## config.mk

```make
export PLATFORM = sky130hd
export DESIGN_NAME = autoreload_pwm_timer
export DESIGN_NICKNAME = d
export VERILOG_FILES = /design/src/autoreload_timer_pkg.sv /design/src/autoreload_pwm_timer.sv
export VERILOG_INCLUDE_DIRS = /design/src
export SDC_FILE = /design/constraint.sdc
export NUM_CORES = 1
export LEC_CHECK = 0
export BUFFER_PORTS_ARGS = -buffer_cell sky130_fd_sc_hd__buf_2
export CAP_MARGIN = 20
export CORE_ASPECT_RATIO = 1.2
export CORE_MARGIN = 4
export CORE_UTILIZATION = 57
export DETAILED_ROUTE_END_ITERATION = 7
export HOLD_SLACK_MARGIN = 0.05
export MAX_ROUTING_LAYER = met4
export PLACE_DENSITY = 0.77
export SETUP_SLACK_MARGIN = 0.05
export SKIP_LAST_GASP = 1
export SYNTH_ARGS = -nofsm -noshare
export SYNTH_HDL_FRONTEND = slang
export SYNTH_SLANG_ARGS = --single-unit
```

## constraint.sdc

```tcl
create_clock -name clk_sys -period 3.5 [get_ports clk_sys]
set_input_delay 0.35 -clock clk_sys [delete_from_list [all_inputs] [get_ports clk_sys]]
set_output_delay 0.35 -clock clk_sys [all_outputs]
set_load 0.01 [all_outputs]
```

## src/autoreload_timer_params.svh

```systemverilog
// Register offsets, field positions and reset values of the auto-reload PWM timer
`ifndef AUTORELOAD_TIMER_PARAMS_SVH
`define AUTORELOAD_TIMER_PARAMS_SVH

// ----------------------------------------------------------------
// Register offsets
// ----------------------------------------------------------------
`define OFF_CSR 8'h0d
`define OFF_CNT_H 8'h0e
`define OFF_CNT_L 8'h0f
`define OFF_RLD_H 8'h10
`define OFF_RLD_L 8'h11
`define OFF_OE 8'h12
`define OFF_CH_CSR0 8'h13
`define OFF_DUTY0_H 8'h17
`define OFF_CAP_H 8'h1f
`define OFF_CAP_L 8'h20
`define OFF_XFER 8'h21
`define OFF_BRK 8'h22

// ----------------------------------------------------------------
// Field positions
// ----------------------------------------------------------------
`define CSR_CAPF 6
`define CSR_CAPIE 5
`define CSR_SEL_HI 4
`define CSR_SEL_LO 3
`define CSR_WRAPF 2
`define CSR_WRAPIE 1
`define CSR_MATCHIE 0
`define CHC_INV 1
`define CHC_MATCHF 0
`define BRK_ACTIVE 5
`define BRK_PINEN 4
`define XFER_EN 0

// ----------------------------------------------------------------
// Reset values and counts
// ----------------------------------------------------------------
`define CNT_RESET 12'h000
`define CNT_MAX 12'hfff
`define XFER_RESET 1'b1
`define SLOW_DIV_LAST 5'h1f

`endif

```

## src/autoreload_timer_pkg.sv

```systemverilog
// Types shared by the auto-reload PWM timer
package autoreload_timer_pkg;

  // Encoding follows the two-bit source select field, 00 to 11
  typedef enum logic [1:0] {SRC_OFF, SRC_SLOW, SRC_CPU, SRC_FAST} count_src_t;

endpackage : autoreload_timer_pkg

```

## src/autoreload_pwm_timer.sv

```systemverilog
// Auto-reload 12-bit timer with four PWM channels, break and capture
`timescale 1ns/100ps
`include "autoreload_timer_params.svh"

module autoreload_pwm_timer
  import autoreload_timer_pkg::*;
#(
  parameter int CH = 4,
  parameter int CW = 12
)
(
  input wire logic clk_sys,
  input wire logic reset_n,
  input wire logic [7:0] addr,
  input wire logic [7:0] wdata,
  input wire logic wr,
  input wire logic rd,
  output logic [7:0] rdata,
  input wire logic slowTick,
  input wire logic fastTick,
  input wire logic slowMode,
  input wire logic haltMode,
  input wire logic activeHaltMode,
  input wire logic cpuIrqMask,
  input wire logic breakPin_n,
  input wire logic captureInputPin,
  input wire logic [CH-1:0] portData,
  output logic [CH-1:0] pwmPin,
  output logic [CH-1:0] pwmPinEn,
  output logic irqWrap,
  output logic irqMatchCap,
  output logic wakeUp
);

  // ----------------------------------------------------------------
  // Helpers
  // ----------------------------------------------------------------
  function automatic logic hit(input logic [7:0] a, input logic [7:0] off);
    hit = (a == off);
  endfunction : hit

  function automatic logic [7:0] hiByte(input logic [CW-1:0] v);
    hiByte = {4'h0, v[CW-1:8]};
  endfunction : hiByte

  // ----------------------------------------------------------------
  // State
  // ----------------------------------------------------------------
  logic [CW-1:0] count_reg;
  logic [CW-1:0] reloadValue_reg;
  logic [3:0] cntHiLatch_reg;
  logic countMoved_reg;
  logic [4:0] slowDiv_reg;
  count_src_t activeSrc_reg;
  logic [1:0] sourceSelect_reg;
  logic captureIrqEnable_reg;
  logic wrapIrqEnable_reg;
  logic matchIrqEnable_reg;
  logic wrapFlag_reg;
  logic captureFlag_reg;
  logic [CW-1:0] captureValue_reg;
  logic [CH-1:0] outputEnable_reg;
  logic [CH-1:0] invertPre_reg;
  logic [CH-1:0] invertAct_reg;
  logic [CH-1:0] matchFlag_reg;
  logic [CH-1:0] pwmLevel_reg;
  logic [CH-1:0][CW-1:0] dutyPre_reg;
  logic [CH-1:0][CW-1:0] dutyAct_reg;
  logic shadowUpdate_reg;
  logic breakActive_reg;
  logic breakInputEnable_reg;
  logic [CH-1:0] breakPattern_reg;
  logic brkSyncA_reg;
  logic brkSyncB_reg;
  logic capSyncA_reg;
  logic capSyncB_reg;
  logic capPrev_reg;

  // ----------------------------------------------------------------
  // Address decode
  // ----------------------------------------------------------------
  wire wrCsr = wr && hit(addr, `OFF_CSR);
  wire wrRldH = wr && hit(addr, `OFF_RLD_H);
  wire wrRldL = wr && hit(addr, `OFF_RLD_L);
  wire wrOe = wr && hit(addr, `OFF_OE);
  wire wrXfer = wr && hit(addr, `OFF_XFER);
  wire wrBrk = wr && hit(addr, `OFF_BRK);
  wire rdCsr = rd && hit(addr, `OFF_CSR);
  wire rdCntL = rd && hit(addr, `OFF_CNT_L);
  wire rdCap = rd && (hit(addr, `OFF_CAP_H) || hit(addr, `OFF_CAP_L));

  // ----------------------------------------------------------------
  // Counter clock source and halt modes
  // ----------------------------------------------------------------
  // Slow mode divides the CPU clock by 32
  wire cpuTick = !slowMode || (slowDiv_reg == `SLOW_DIV_LAST);
  wire keepInHalt = (activeSrc_reg == SRC_SLOW) && wrapIrqEnable_reg;
  wire halted = haltMode || (activeHaltMode && !keepInHalt);
  wire srcTick = (activeSrc_reg == SRC_SLOW) ? slowTick :
                 (activeSrc_reg == SRC_CPU) ? cpuTick :
                 (activeSrc_reg == SRC_FAST) ? fastTick : 1'b0;
  wire tick = srcTick && !halted && !breakActive_reg;
  wire atMax = (count_reg == `CNT_MAX);
  wire wrapEvent = tick && atMax;
  wire [CW-1:0] count_next = atMax ? reloadValue_reg : count_reg + 1'b1;

  always_ff @(posedge clk_sys or negedge reset_n)
  begin
    if (!reset_n)
      slowDiv_reg <= 5'h00;
    else if (slowMode)
      slowDiv_reg <= slowDiv_reg + 5'h01;
    else
      slowDiv_reg <= 5'h00;
  end

  // A new source waits for a wrap; from off it starts at once, else the counter never runs
  always_ff @(posedge clk_sys or negedge reset_n)
  begin
    if (!reset_n)
      activeSrc_reg <= SRC_OFF;
    else if (wrapEvent || activeSrc_reg == SRC_OFF)
      activeSrc_reg <= count_src_t'(sourceSelect_reg);
  end

  // ----------------------------------------------------------------
  // Upcounter and reload value
  // ----------------------------------------------------------------
  always_ff @(posedge clk_sys or negedge reset_n)
  begin
    if (!reset_n)
      count_reg <= `CNT_RESET;
    else if (breakActive_reg)
      count_reg <= `CNT_RESET;
    else if (tick)
      count_reg <= count_next;
  end

  always_ff @(posedge clk_sys or negedge reset_n)
  begin
    if (!reset_n)
      countMoved_reg <= 1'b0;
    else
      countMoved_reg <= tick;
  end

  always_ff @(posedge clk_sys or negedge reset_n)
  begin
    if (!reset_n)
      reloadValue_reg <= `CNT_RESET;
    else if (breakActive_reg)
      reloadValue_reg <= `CNT_RESET;
    else if (wrRldH)
      reloadValue_reg[CW-1:8] <= wdata[3:0];
    else if (wrRldL)
      reloadValue_reg[7:0] <= wdata;
  end

  // Low byte read first freezes the high nibble, so a two-byte read is coherent
  always_ff @(posedge clk_sys or negedge reset_n)
  begin
    if (!reset_n)
      cntHiLatch_reg <= 4'h0;
    else if (rdCntL)
      cntHiLatch_reg <= count_reg[CW-1:8];
  end

  // ----------------------------------------------------------------
  // Control and status
  // ----------------------------------------------------------------
  always_ff @(posedge clk_sys or negedge reset_n)
  begin
    if (!reset_n)
    begin
      sourceSelect_reg <= 2'h0;
      captureIrqEnable_reg <= 1'b0;
      wrapIrqEnable_reg <= 1'b0;
      matchIrqEnable_reg <= 1'b0;
    end
    else if (wrCsr)
    begin
      sourceSelect_reg <= wdata[`CSR_SEL_HI:`CSR_SEL_LO];
      captureIrqEnable_reg <= wdata[`CSR_CAPIE];
      wrapIrqEnable_reg <= wdata[`CSR_WRAPIE];
      matchIrqEnable_reg <= wdata[`CSR_MATCHIE];
    end
  end

  // Set wins over the read-clear in the same cycle
  always_ff @(posedge clk_sys or negedge reset_n)
  begin
    if (!reset_n)
      wrapFlag_reg <= 1'b0;
    else if (wrapEvent)
      wrapFlag_reg <= 1'b1;
    else if (rdCsr)
      wrapFlag_reg <= 1'b0;
  end

  // ----------------------------------------------------------------
  // Shadow transfer control
  // ----------------------------------------------------------------
  wire doTransfer = wrapEvent && shadowUpdate_reg;

  always_ff @(posedge clk_sys or negedge reset_n)
  begin
    if (!reset_n)
      shadowUpdate_reg <= `XFER_RESET;
    else if (wrXfer)
      shadowUpdate_reg <= wdata[`XFER_EN];
    else if (doTransfer)
      shadowUpdate_reg <= 1'b0;
  end

  always_ff @(posedge clk_sys or negedge reset_n)
  begin
    if (!reset_n)
      outputEnable_reg <= '0;
    else if (breakActive_reg)
      outputEnable_reg <= '0;
    else if (wrOe)
      outputEnable_reg <= {wdata[6], wdata[4], wdata[2], wdata[0]};
  end

  // ----------------------------------------------------------------
  // PWM channels
  // ----------------------------------------------------------------
  // Level falls as the counter steps onto duty; duty at or below reload never falls
  for (genvar i = 0; i < CH; i++)
  begin : g_ch
    wire [7:0] offCsr = `OFF_CH_CSR0 + 8'(i);
    wire [7:0] offDutyH = `OFF_DUTY0_H + 8'(2 * i);
    wire wrChCsr = wr && hit(addr, offCsr);
    wire rdChCsr = rd && hit(addr, offCsr);
    wire wrDutyH = wr && hit(addr, offDutyH);
    wire wrDutyL = wr && hit(addr, offDutyH + 8'h01);
    wire equal = countMoved_reg && (count_reg == dutyAct_reg[i]);
    wire reachDuty = tick && (count_next == dutyAct_reg[i]);
    wire matchEvent = equal && (dutyAct_reg[i] != '0);

    always_ff @(posedge clk_sys or negedge reset_n)
    begin
      if (!reset_n)
        dutyPre_reg[i] <= '0;
      else if (breakActive_reg)
        dutyPre_reg[i] <= '0;
      else if (wrDutyH)
        dutyPre_reg[i][CW-1:8] <= wdata[3:0];
      else if (wrDutyL)
        dutyPre_reg[i][7:0] <= wdata;
    end

    always_ff @(posedge clk_sys or negedge reset_n)
    begin
      if (!reset_n)
        dutyAct_reg[i] <= '0;
      else if (breakActive_reg)
        dutyAct_reg[i] <= '0;
      else if (doTransfer)
        dutyAct_reg[i] <= dutyPre_reg[i];
    end

    always_ff @(posedge clk_sys or negedge reset_n)
    begin
      if (!reset_n)
        invertPre_reg[i] <= 1'b0;
      else if (wrChCsr)
        invertPre_reg[i] <= wdata[`CHC_INV];
    end

    // With transfer enabled polarity moves only at a wrap, otherwise at once
    always_ff @(posedge clk_sys or negedge reset_n)
    begin
      if (!reset_n)
        invertAct_reg[i] <= 1'b0;
      else if (!shadowUpdate_reg || doTransfer)
        invertAct_reg[i] <= invertPre_reg[i];
    end

    always_ff @(posedge clk_sys or negedge reset_n)
    begin
      if (!reset_n)
        pwmLevel_reg[i] <= 1'b0;
      else if (wrapEvent)
        pwmLevel_reg[i] <= 1'b1;
      else if (reachDuty)
        pwmLevel_reg[i] <= 1'b0;
    end

    always_ff @(posedge clk_sys or negedge reset_n)
    begin
      if (!reset_n)
        matchFlag_reg[i] <= 1'b0;
      else if (matchEvent)
        matchFlag_reg[i] <= 1'b1;
      else if (rdChCsr)
        matchFlag_reg[i] <= 1'b0;
    end
  end

  // ----------------------------------------------------------------
  // Break
  // ----------------------------------------------------------------
  always_ff @(posedge clk_sys or negedge reset_n)
  begin
    if (!reset_n)
    begin
      brkSyncA_reg <= 1'b1;
      brkSyncB_reg <= 1'b1;
    end
    else
    begin
      brkSyncA_reg <= breakPin_n;
      brkSyncB_reg <= brkSyncA_reg;
    end
  end

  wire breakFromPin = breakInputEnable_reg && !brkSyncB_reg;

  // A held low pin keeps re-arming the break even against a software clear
  always_ff @(posedge clk_sys or negedge reset_n)
  begin
    if (!reset_n)
      breakActive_reg <= 1'b0;
    else if (breakFromPin)
      breakActive_reg <= 1'b1;
    else if (wrBrk)
      breakActive_reg <= wdata[`BRK_ACTIVE];
  end

  always_ff @(posedge clk_sys or negedge reset_n)
  begin
    if (!reset_n)
    begin
      breakInputEnable_reg <= 1'b0;
      breakPattern_reg <= '0;
    end
    else if (wrBrk)
    begin
      breakInputEnable_reg <= wdata[`BRK_PINEN];
      breakPattern_reg <= wdata[CH-1:0];
    end
  end

  // ----------------------------------------------------------------
  // Input capture
  // ----------------------------------------------------------------
  always_ff @(posedge clk_sys or negedge reset_n)
  begin
    if (!reset_n)
    begin
      capSyncA_reg <= 1'b0;
      capSyncB_reg <= 1'b0;
      capPrev_reg <= 1'b0;
    end
    else
    begin
      capSyncA_reg <= captureInputPin;
      capSyncB_reg <= capSyncA_reg;
      capPrev_reg <= capSyncB_reg;
    end
  end

  wire capEdge = capSyncB_reg != capPrev_reg;
  wire capTake = capEdge && !captureFlag_reg;

  always_ff @(posedge clk_sys or negedge reset_n)
  begin
    if (!reset_n)
      captureValue_reg <= '0;
    else if (capTake)
      captureValue_reg <= count_reg;
  end

  always_ff @(posedge clk_sys or negedge reset_n)
  begin
    if (!reset_n)
      captureFlag_reg <= 1'b0;
    else if (capTake)
      captureFlag_reg <= 1'b1;
    else if (rdCap)
      captureFlag_reg <= 1'b0;
  end

  // ----------------------------------------------------------------
  // Pins and requests
  // ----------------------------------------------------------------
  // The slow source is too coarse for PWM, so its pins fall back to port data
  wire pwmAllowed = activeSrc_reg != SRC_SLOW;
  wire [CH-1:0] chOn = outputEnable_reg & {CH{pwmAllowed}};
  wire [CH-1:0] chWave = pwmLevel_reg ^ invertAct_reg;
  wire [CH-1:0] pinNext = breakActive_reg ? breakPattern_reg :
                          (chWave & chOn) | (portData & ~chOn);
  wire anyMatch = |matchFlag_reg;
  wire reqMatchCap = (anyMatch && matchIrqEnable_reg) ||
                     (captureFlag_reg && captureIrqEnable_reg);
  wire reqWrap = wrapFlag_reg && wrapIrqEnable_reg;

  always_ff @(posedge clk_sys or negedge reset_n)
  begin
    if (!reset_n)
    begin
      pwmPin <= '0;
      pwmPinEn <= '0;
    end
    else
    begin
      pwmPin <= pinNext;
      pwmPinEn <= chOn | {CH{breakActive_reg}};
    end
  end

  always_ff @(posedge clk_sys or negedge reset_n)
  begin
    if (!reset_n)
    begin
      irqWrap <= 1'b0;
      irqMatchCap <= 1'b0;
      wakeUp <= 1'b0;
    end
    else
    begin
      irqWrap <= reqWrap && !cpuIrqMask;
      irqMatchCap <= reqMatchCap && !cpuIrqMask;
      wakeUp <= reqWrap && activeHaltMode && keepInHalt;
    end
  end

  // ----------------------------------------------------------------
  // Read data
  // ----------------------------------------------------------------
  wire [7:0] csrRead = {1'b0, captureFlag_reg, captureIrqEnable_reg, sourceSelect_reg,
                        wrapFlag_reg, wrapIrqEnable_reg, matchIrqEnable_reg};
  wire [7:0] oeRead = {1'b0, outputEnable_reg[3], 1'b0, outputEnable_reg[2],
                       1'b0, outputEnable_reg[1], 1'b0, outputEnable_reg[0]};
  wire [7:0] brkRead = {2'b00, breakActive_reg, breakInputEnable_reg, breakPattern_reg};
  wire [7:0] chIdx = addr - `OFF_CH_CSR0;
  wire [7:0] dutyIdx = addr - `OFF_DUTY0_H;
  wire inCh = (addr >= `OFF_CH_CSR0) && (chIdx < 8'(CH));
  wire inDuty = (addr >= `OFF_DUTY0_H) && (dutyIdx < 8'(2 * CH));
  wire [1:0] chSel = chIdx[1:0];
  wire [1:0] dutySel = dutyIdx[2:1];
  wire [CW-1:0] dutyPick = dutyPre_reg[dutySel];
  wire [7:0] chRead = {6'h00, invertPre_reg[chSel], matchFlag_reg[chSel]};
  wire [7:0] dutyRead = dutyIdx[0] ? dutyPick[7:0] : hiByte(dutyPick);
  wire [7:0] readNext =
    hit(addr, `OFF_CSR) ? csrRead :
    hit(addr, `OFF_CNT_H) ? {4'h0, cntHiLatch_reg} :
    hit(addr, `OFF_CNT_L) ? count_reg[7:0] :
    hit(addr, `OFF_RLD_H) ? hiByte(reloadValue_reg) :
    hit(addr, `OFF_RLD_L) ? reloadValue_reg[7:0] :
    hit(addr, `OFF_OE) ? oeRead :
    inCh ? chRead :
    inDuty ? dutyRead :
    hit(addr, `OFF_CAP_H) ? hiByte(captureValue_reg) :
    hit(addr, `OFF_CAP_L) ? captureValue_reg[7:0] :
    hit(addr, `OFF_XFER) ? {7'h00, shadowUpdate_reg} :
    hit(addr, `OFF_BRK) ? brkRead : 8'h00;

  always_ff @(posedge clk_sys or negedge reset_n)
  begin
    if (!reset_n)
      rdata <= 8'h00;
    else if (rd)
      rdata <= readNext;
    else
      rdata <= 8'h00;
  end

endmodule : autoreload_pwm_timer

```

==> results.cfg, run 1 <==
[outcome]
status = finished clean

[global_route]
grt_usage = 0.334
grt_max_degree = 104
grt_pass1_wl_um = 53200
grt_pass1_vias = 9000
overflow = 0
antenna_found_initial = 0

[critical_path]
crit_path_start_kind = flip-flop
critical_path_class = flip-flop to flip-flop
worst-path-max-fanout = 11
critPathCaptureType = flip-flop
critical-path-top-delay-family = simple AND/OR/NAND/NOR gates
cp.required_ns = 3.89
crit_buf_inv = 0
slowest_delay_ns = 0.78
crit_chain = nand3_4 -> or4_1 -> o21ai_1 -> xor2_1 -> nand4_1 -> o32a_1
crit_arrival_ns = 3.45
critPathSlowestCell = or4_1

[layout]
syn_to_final_growth_pct = 13.0
nets = 1239
drive_above_1_share = 0.155
num-fill-cells = 1513
multi_input_area_sq_um = 5420
n_antenna_cell = 0
regArea_sq_um = 5060
utilization = 0.652

[yosys]
synth_seq_cells = 202
yosysWarningCount = 0
synthMuxAreaShare = 0.0933
synthAdderAreaFrac = 0.00808
postSynthNetCount = 1198
avgSynthCellArea_sq_um = 9.36
synth_top_cell_by_area = dfrtp_1
yosys-top-cells-area = dfrtp_1 (46%), nand2_1 (7.3%), a21oi_1 (5.7%)
synth_flop_cell = dfrtp_1
synth_top_family_by_area = simple AND/OR/NAND/NOR gates
yosys.area.top_type_share = 0.459
yosys.cell_count.top_type = nand2_1
synth_compound_area_frac = 0.124
synthTopCellsByCount = nand2_1 (211), dfrtp_1 (199), a21oi_1 (123)
synth.distinct_cells = 70
synth-simple-area-share = 0.192
synth_xor_area_frac = 0.0824
mappedNetlistArea_sq_um = 10800
synth_edf_count = 0
seq_area_frac_synth = 0.466
postSynthCellCount = 1159
async_flop_share = 1.00

[cts]
cts_num_sinks = 202
cts_tree = done
postCtsSetupBuffers = 0
cts_buffers = 21
clock_latency_ns = 0.52
h-tree-depth = 1
root_buffer = clkbuf_16
clkSlewWorstSetupHoldPaths_ns = 0.06
cts_buffer_depth = 3

[route]
dr.pass1.iters = 6
drc = 0
drt-vias-per-instance = 6.33
vias = 9305
drt_iter0_markers = 980
wire_per_inst_um = 23.6
drtAntennaViolNets = 0
wirelength_um = 34700

[floorplan]
die_width_um = 134
io_pins = 51
rows = 55
initial_core_util = 0.577
die-area_sq_um = 21300
core_area_sq_um = 18800
die_h_um = 159

[sta]
final_hold_viol_count = 0
fmax_mhz = 327
max_slew_margin = 0.338
slew_violations = 0
setup_violations = 0
rsz0062_at_grt = false
timing.setup.tns_ns = 0
fin_crit_ns = 3.06
tightestPinTransition_ns = 0.993
final.period_utilization = 0.875
fin_skew_ns = 0.0255

[power]
pwr_density_cell_nw_per_um2 = 428
p_total_uw = 5240
power_leakage_uw = 0.00521
vdd_drop_max_mv = 0.448

[placed_design]
dp_hpwl_um = 24800
io_buffers = 50
place.gp.congestion = 0.987

[run]
max_cap_viol_count = 0

[min_path]
hold_path_class = input port to flip-flop
## final cells by class
type,instances,area share
Inverter,17,0.00521
Clock buffer,26,0.0460
Tap cell,256,0.0261
Timing Repair Buffer,94,0.0509
Multi-Input combinational cell,864,0.443
Clock inverter,12,0.0161
Sequential cell,202,0.413
## metrics by stage
step | instance area, sq um | hold WS (ns) | instances | setup slack [ns]
finish | 12300 | 0.112 | 1471 | 0.438
global route | 12300 | 0.110 | 1471 | 0.304
CTS | 12300 | 0.103 | 1471 | 0.454
detailed placement | 11500 | 0.353 | 1429 | 0.466
global placement | 11500 | 0.346 | 1429 | 0.573
floorplan | 10800 | 0.0544 | 1159 | 0.900
## logic make-up (layout without fill, tap and decap cells)
group / count (synthesis) / count (layout)
AOI/OAI and AO/OA: 230 / 230
DFF: 202 / 202
muxes: 78 / 78
buffers and inverters: 93 / 149
xor gates and xnor gates: 102 / 102
adders and majority gates: 7 / 7
and+or+nand+nor: 447 / 447
## cell usage in the layout (no fill, tap or decap), types with 32 or more instances in the layout
cell       n
a21oi_1  123
buf_2     49
buf_4     38
dfrtp_1  198
mux2_2    32
nand2_1  211
nand3_1   62
nor2_1    72
o21ai_0   34
xnor2_1   53
xor2_1    49
## power by group
part | switching (uW) | leakage, uW | internal [uW]
sequential | 40.2 | 0.00274 | 2380
combinational | 233 | 0.00210 | 119
clock | 951 | 0.000368 | 1520
total | 1220 | 0.00521 | 4020
## layer usage
layer  wire [um]  track usage
met2       16500        0.520
met1       13700        0.437
met3        2330       0.0335
met4        2180        0.173
met5           0            -
## path summary, 6_finish.rpt
check                             startpoint               to  slack (ns)  depth (start not counted)
worst max-delay path            count_reg[7]  pwmLevel_reg[3]        0.44                          6
worst min register to register  brkSyncA_reg     brkSyncB_reg        0.37                          0
worst min-delay path                slowMode   slowDiv_reg[4]        0.11                          2
worst max register to register  count_reg[7]  pwmLevel_reg[3]        0.44                          6
min in group asynchronous            reset_n     capSyncB_reg        0.52                          2
max in group asynchronous            reset_n  dutyPre_reg[17]        2.11                          3
## timing repair
item	4_1_cts	5_1_grt
resized for setup	0	0
hold buffers	4	0
endpoints found under the hold margin	101	0
(Power assumes the default switching activity.)
==> inputs of run 2 (changes only) <==
--- a/config.mk
+++ b/config.mk
@@ -6,6 +6,7 @@
 export SDC_FILE = /design/constraint.sdc
 export NUM_CORES = 1
 export LEC_CHECK = 0
+export ABC_AREA = 1
 export BUFFER_PORTS_ARGS = -buffer_cell sky130_fd_sc_hd__buf_2
 export CAP_MARGIN = 20
 export CORE_ASPECT_RATIO = 1.2
==> results.cfg, run 2 <==
[route]
vias = 11100
drt_iter0_markers = 1452
drtAntennaViolNets = 0
dr.pass1.iters = 6
wirelength_um = 41800
wire_per_inst_um = 23.0
drc = 0
drt-vias-per-instance = 6.10

[critical_path]
r2r_start = count_reg[7]
reg2reg_slack_ns = 0.50
crit_chain = inv_4 -> nor3_4 -> nand3_2 -> inv_1 -> nand2_1 -> nand2_2 -> o21ai_0 -> inv_1 -> nand2_1 -> nor2_1 -> nand3_1 -> nand2_1 -> nand2_1
worst-path-max-fanout = 17
crit_top_cell = nand2_1
critPathLaunch = count_reg[7]
crit_path_start_kind = flip-flop
crit_buf_inv = 3
critPathSlowestCell = dfrtp_1
critPathCaptureType = flip-flop
critical-path-top-delay-family = simple AND/OR/NAND/NOR gates
crit_arrival_ns = 3.42
critical_path_class = flip-flop to flip-flop
cp.required_ns = 3.92
slowest_delay_ns = 0.69

[yosys]
yosysWarningCount = 0
mappedNetlistArea_sq_um = 11100
synth_edf_count = 0
yosys.cell_count.top_type = nand2_1
synth_top_cell_by_area = dfrtp_1
avgSynthCellArea_sq_um = 7.47
yosys.area.top_type_share = 0.450
postSynthNetCount = 1521
synth_flop_cell = dfrtp_1
synthTopCellsByCount = nand2_1 (392), dfrtp_1 (199), inv_1 (160)
synth.distinct_cells = 51
yosys-top-cells-area = dfrtp_1 (45%), nand2_1 (13%), o21ai_0 (6.7%)
synth_seq_cells = 202
seq_area_frac_synth = 0.457
async_flop_share = 1.00
postSynthCellCount = 1482

[min_path]
hold_path_class = input port to flip-flop
hold_start = wdata[2]

[cts]
postCtsSetupBuffers = 0
cts_hold_buf = 6
cts_buffers = 23
ctsResizeCount = 0
root_buffer = clkbuf_16
cts_num_sinks = 202
cts_buffer_depth = 3
cts_tree = done
clkSlewWorstSetupHoldPaths_ns = 0.06
clock_latency_ns = 0.54
h-tree-depth = 1

[global_route]
grt_pass1_wl_um = 63600
overflow = 0
grt_max_degree = 83
grt_usage = 0.400
antenna_found_initial = 1
grt_pass1_vias = 10600

[floorplan]
io_pins = 51
die_width_um = 135
die-area_sq_um = 21700
initial_core_util = 0.583
rows = 55
core_area_sq_um = 19000
die_h_um = 161

[sta]
final_hold_viol_count = 0
max_slew_margin = 0.447
setup_violations = 0
tightestPinTransition_ns = 0.827
fin_skew_ns = 0.0255
final.period_utilization = 0.858
rsz0062_at_grt = false
slew_violations = 0
fmax_mhz = 333
timing.setup.tns_ns = 0
fin_crit_ns = 3.00

[placed_design]
place.gp.congestion = 0.992
io_buffers = 50
dp_hpwl_um = 31400

[run]
max_cap_viol_count = 0

[outcome]
status = finished clean

[power]
pwr_density_cell_nw_per_um2 = 427
power_leakage_uw = 0.00614
vdd_drop_max_mv = 0.466

[layout]
drive_above_1_share = 0.101
utilization = 0.656
nets = 1582
layout_common_cells = nand2_1 (392), dfrtp_1 (199), inv_1 (160), nor2_1 (153), o21ai_0 (147)
final_common_cell = nand2_1
syn_to_final_growth_pct = 12.4
-- run 2: per-layer routing --
| layer | GRT usage | vias to the layer above | wire [um] |
|---|---|---|---|
| met5 | - | - | 0 |
| met4 | 0.166 | 0 | 2200 |
| met3 | 0.0877 | 148 | 4140 |
| met2 | 0.608 | 659 | 19300 |
| met1 | 0.521 | 5270 | 16100 |
| li1 | - | 4988 | - |
-- run 2: layout make-up --
class                           instances  area [sq um]
Clock inverter                          7          57.6
Antenna cell                            1          2.50
Clock buffer                           33           663
Multi-Input combinational cell       1058          5120
Sequential cell                       202          5060
Tap cell                              256           320
Inverter                              169           637
Fill cell                            1645          6540
Timing Repair Buffer                   89           592
-- run 2: path summary, 6_finish.rpt --
check / cells past startpoint / end
max in group asynchronous: 3 / reloadValue_reg[7]
max reg2reg: 13 / pwmLevel_reg[1]
min reg2reg: 0 / brkSyncB_reg
min in group asynchronous: 2 / slowDiv_reg[4]
min: 3 / breakPattern_reg[2]
max: 13 / pwmLevel_reg[1]
-- run 2: cell families after synthesis --
family | share of synthesized area
buffers and inverters | 0.0808
DFF | 0.457
and+or+nand+nor | 0.269
AOI/OAI and AO/OA | 0.151
muxes | 0.00384
adders and majority gates | 0.00791
xor gates and xnor gates | 0.0308
-- run 2: worst register-to-register path, delay by kind of cell, from the launching register on --
kind | cells | cell delay, ns
AO/OA/AOI/OAI | 1 | 0.12
buffers and inverters | 3 | 0.55
flip-flops | 1 | 0.69
AND/OR/NAND/NOR | 9 | 1.55
-- run 2: stage by stage --
step | setup WS, ns | hold WS, ns | instances | cell area [sq um] | total power (uW)
2_1_floorplan | 0.997 | 0.0544 | 1482 | 11100 | 2770
3_3_place_gp | 0.644 | 0.333 | 1768 | 11700 | 3000
3_5_place_dp | 0.611 | 0.347 | 1768 | 11700 | 3010
4_1_cts | 0.621 | 0.0634 | 1814 | 12400 | 5310
5_1_grt | 0.311 | 0.0704 | 1815 | 12500 | 5490
6_report | 0.497 | 0.0770 | 1815 | 12500 | 5310
-- run 2: power breakdown --
part	internal (uW)	total [uW]	switching [uW]
combinational	142	524	382
clock	1320	2320	999
sequential	2400	2460	59.5
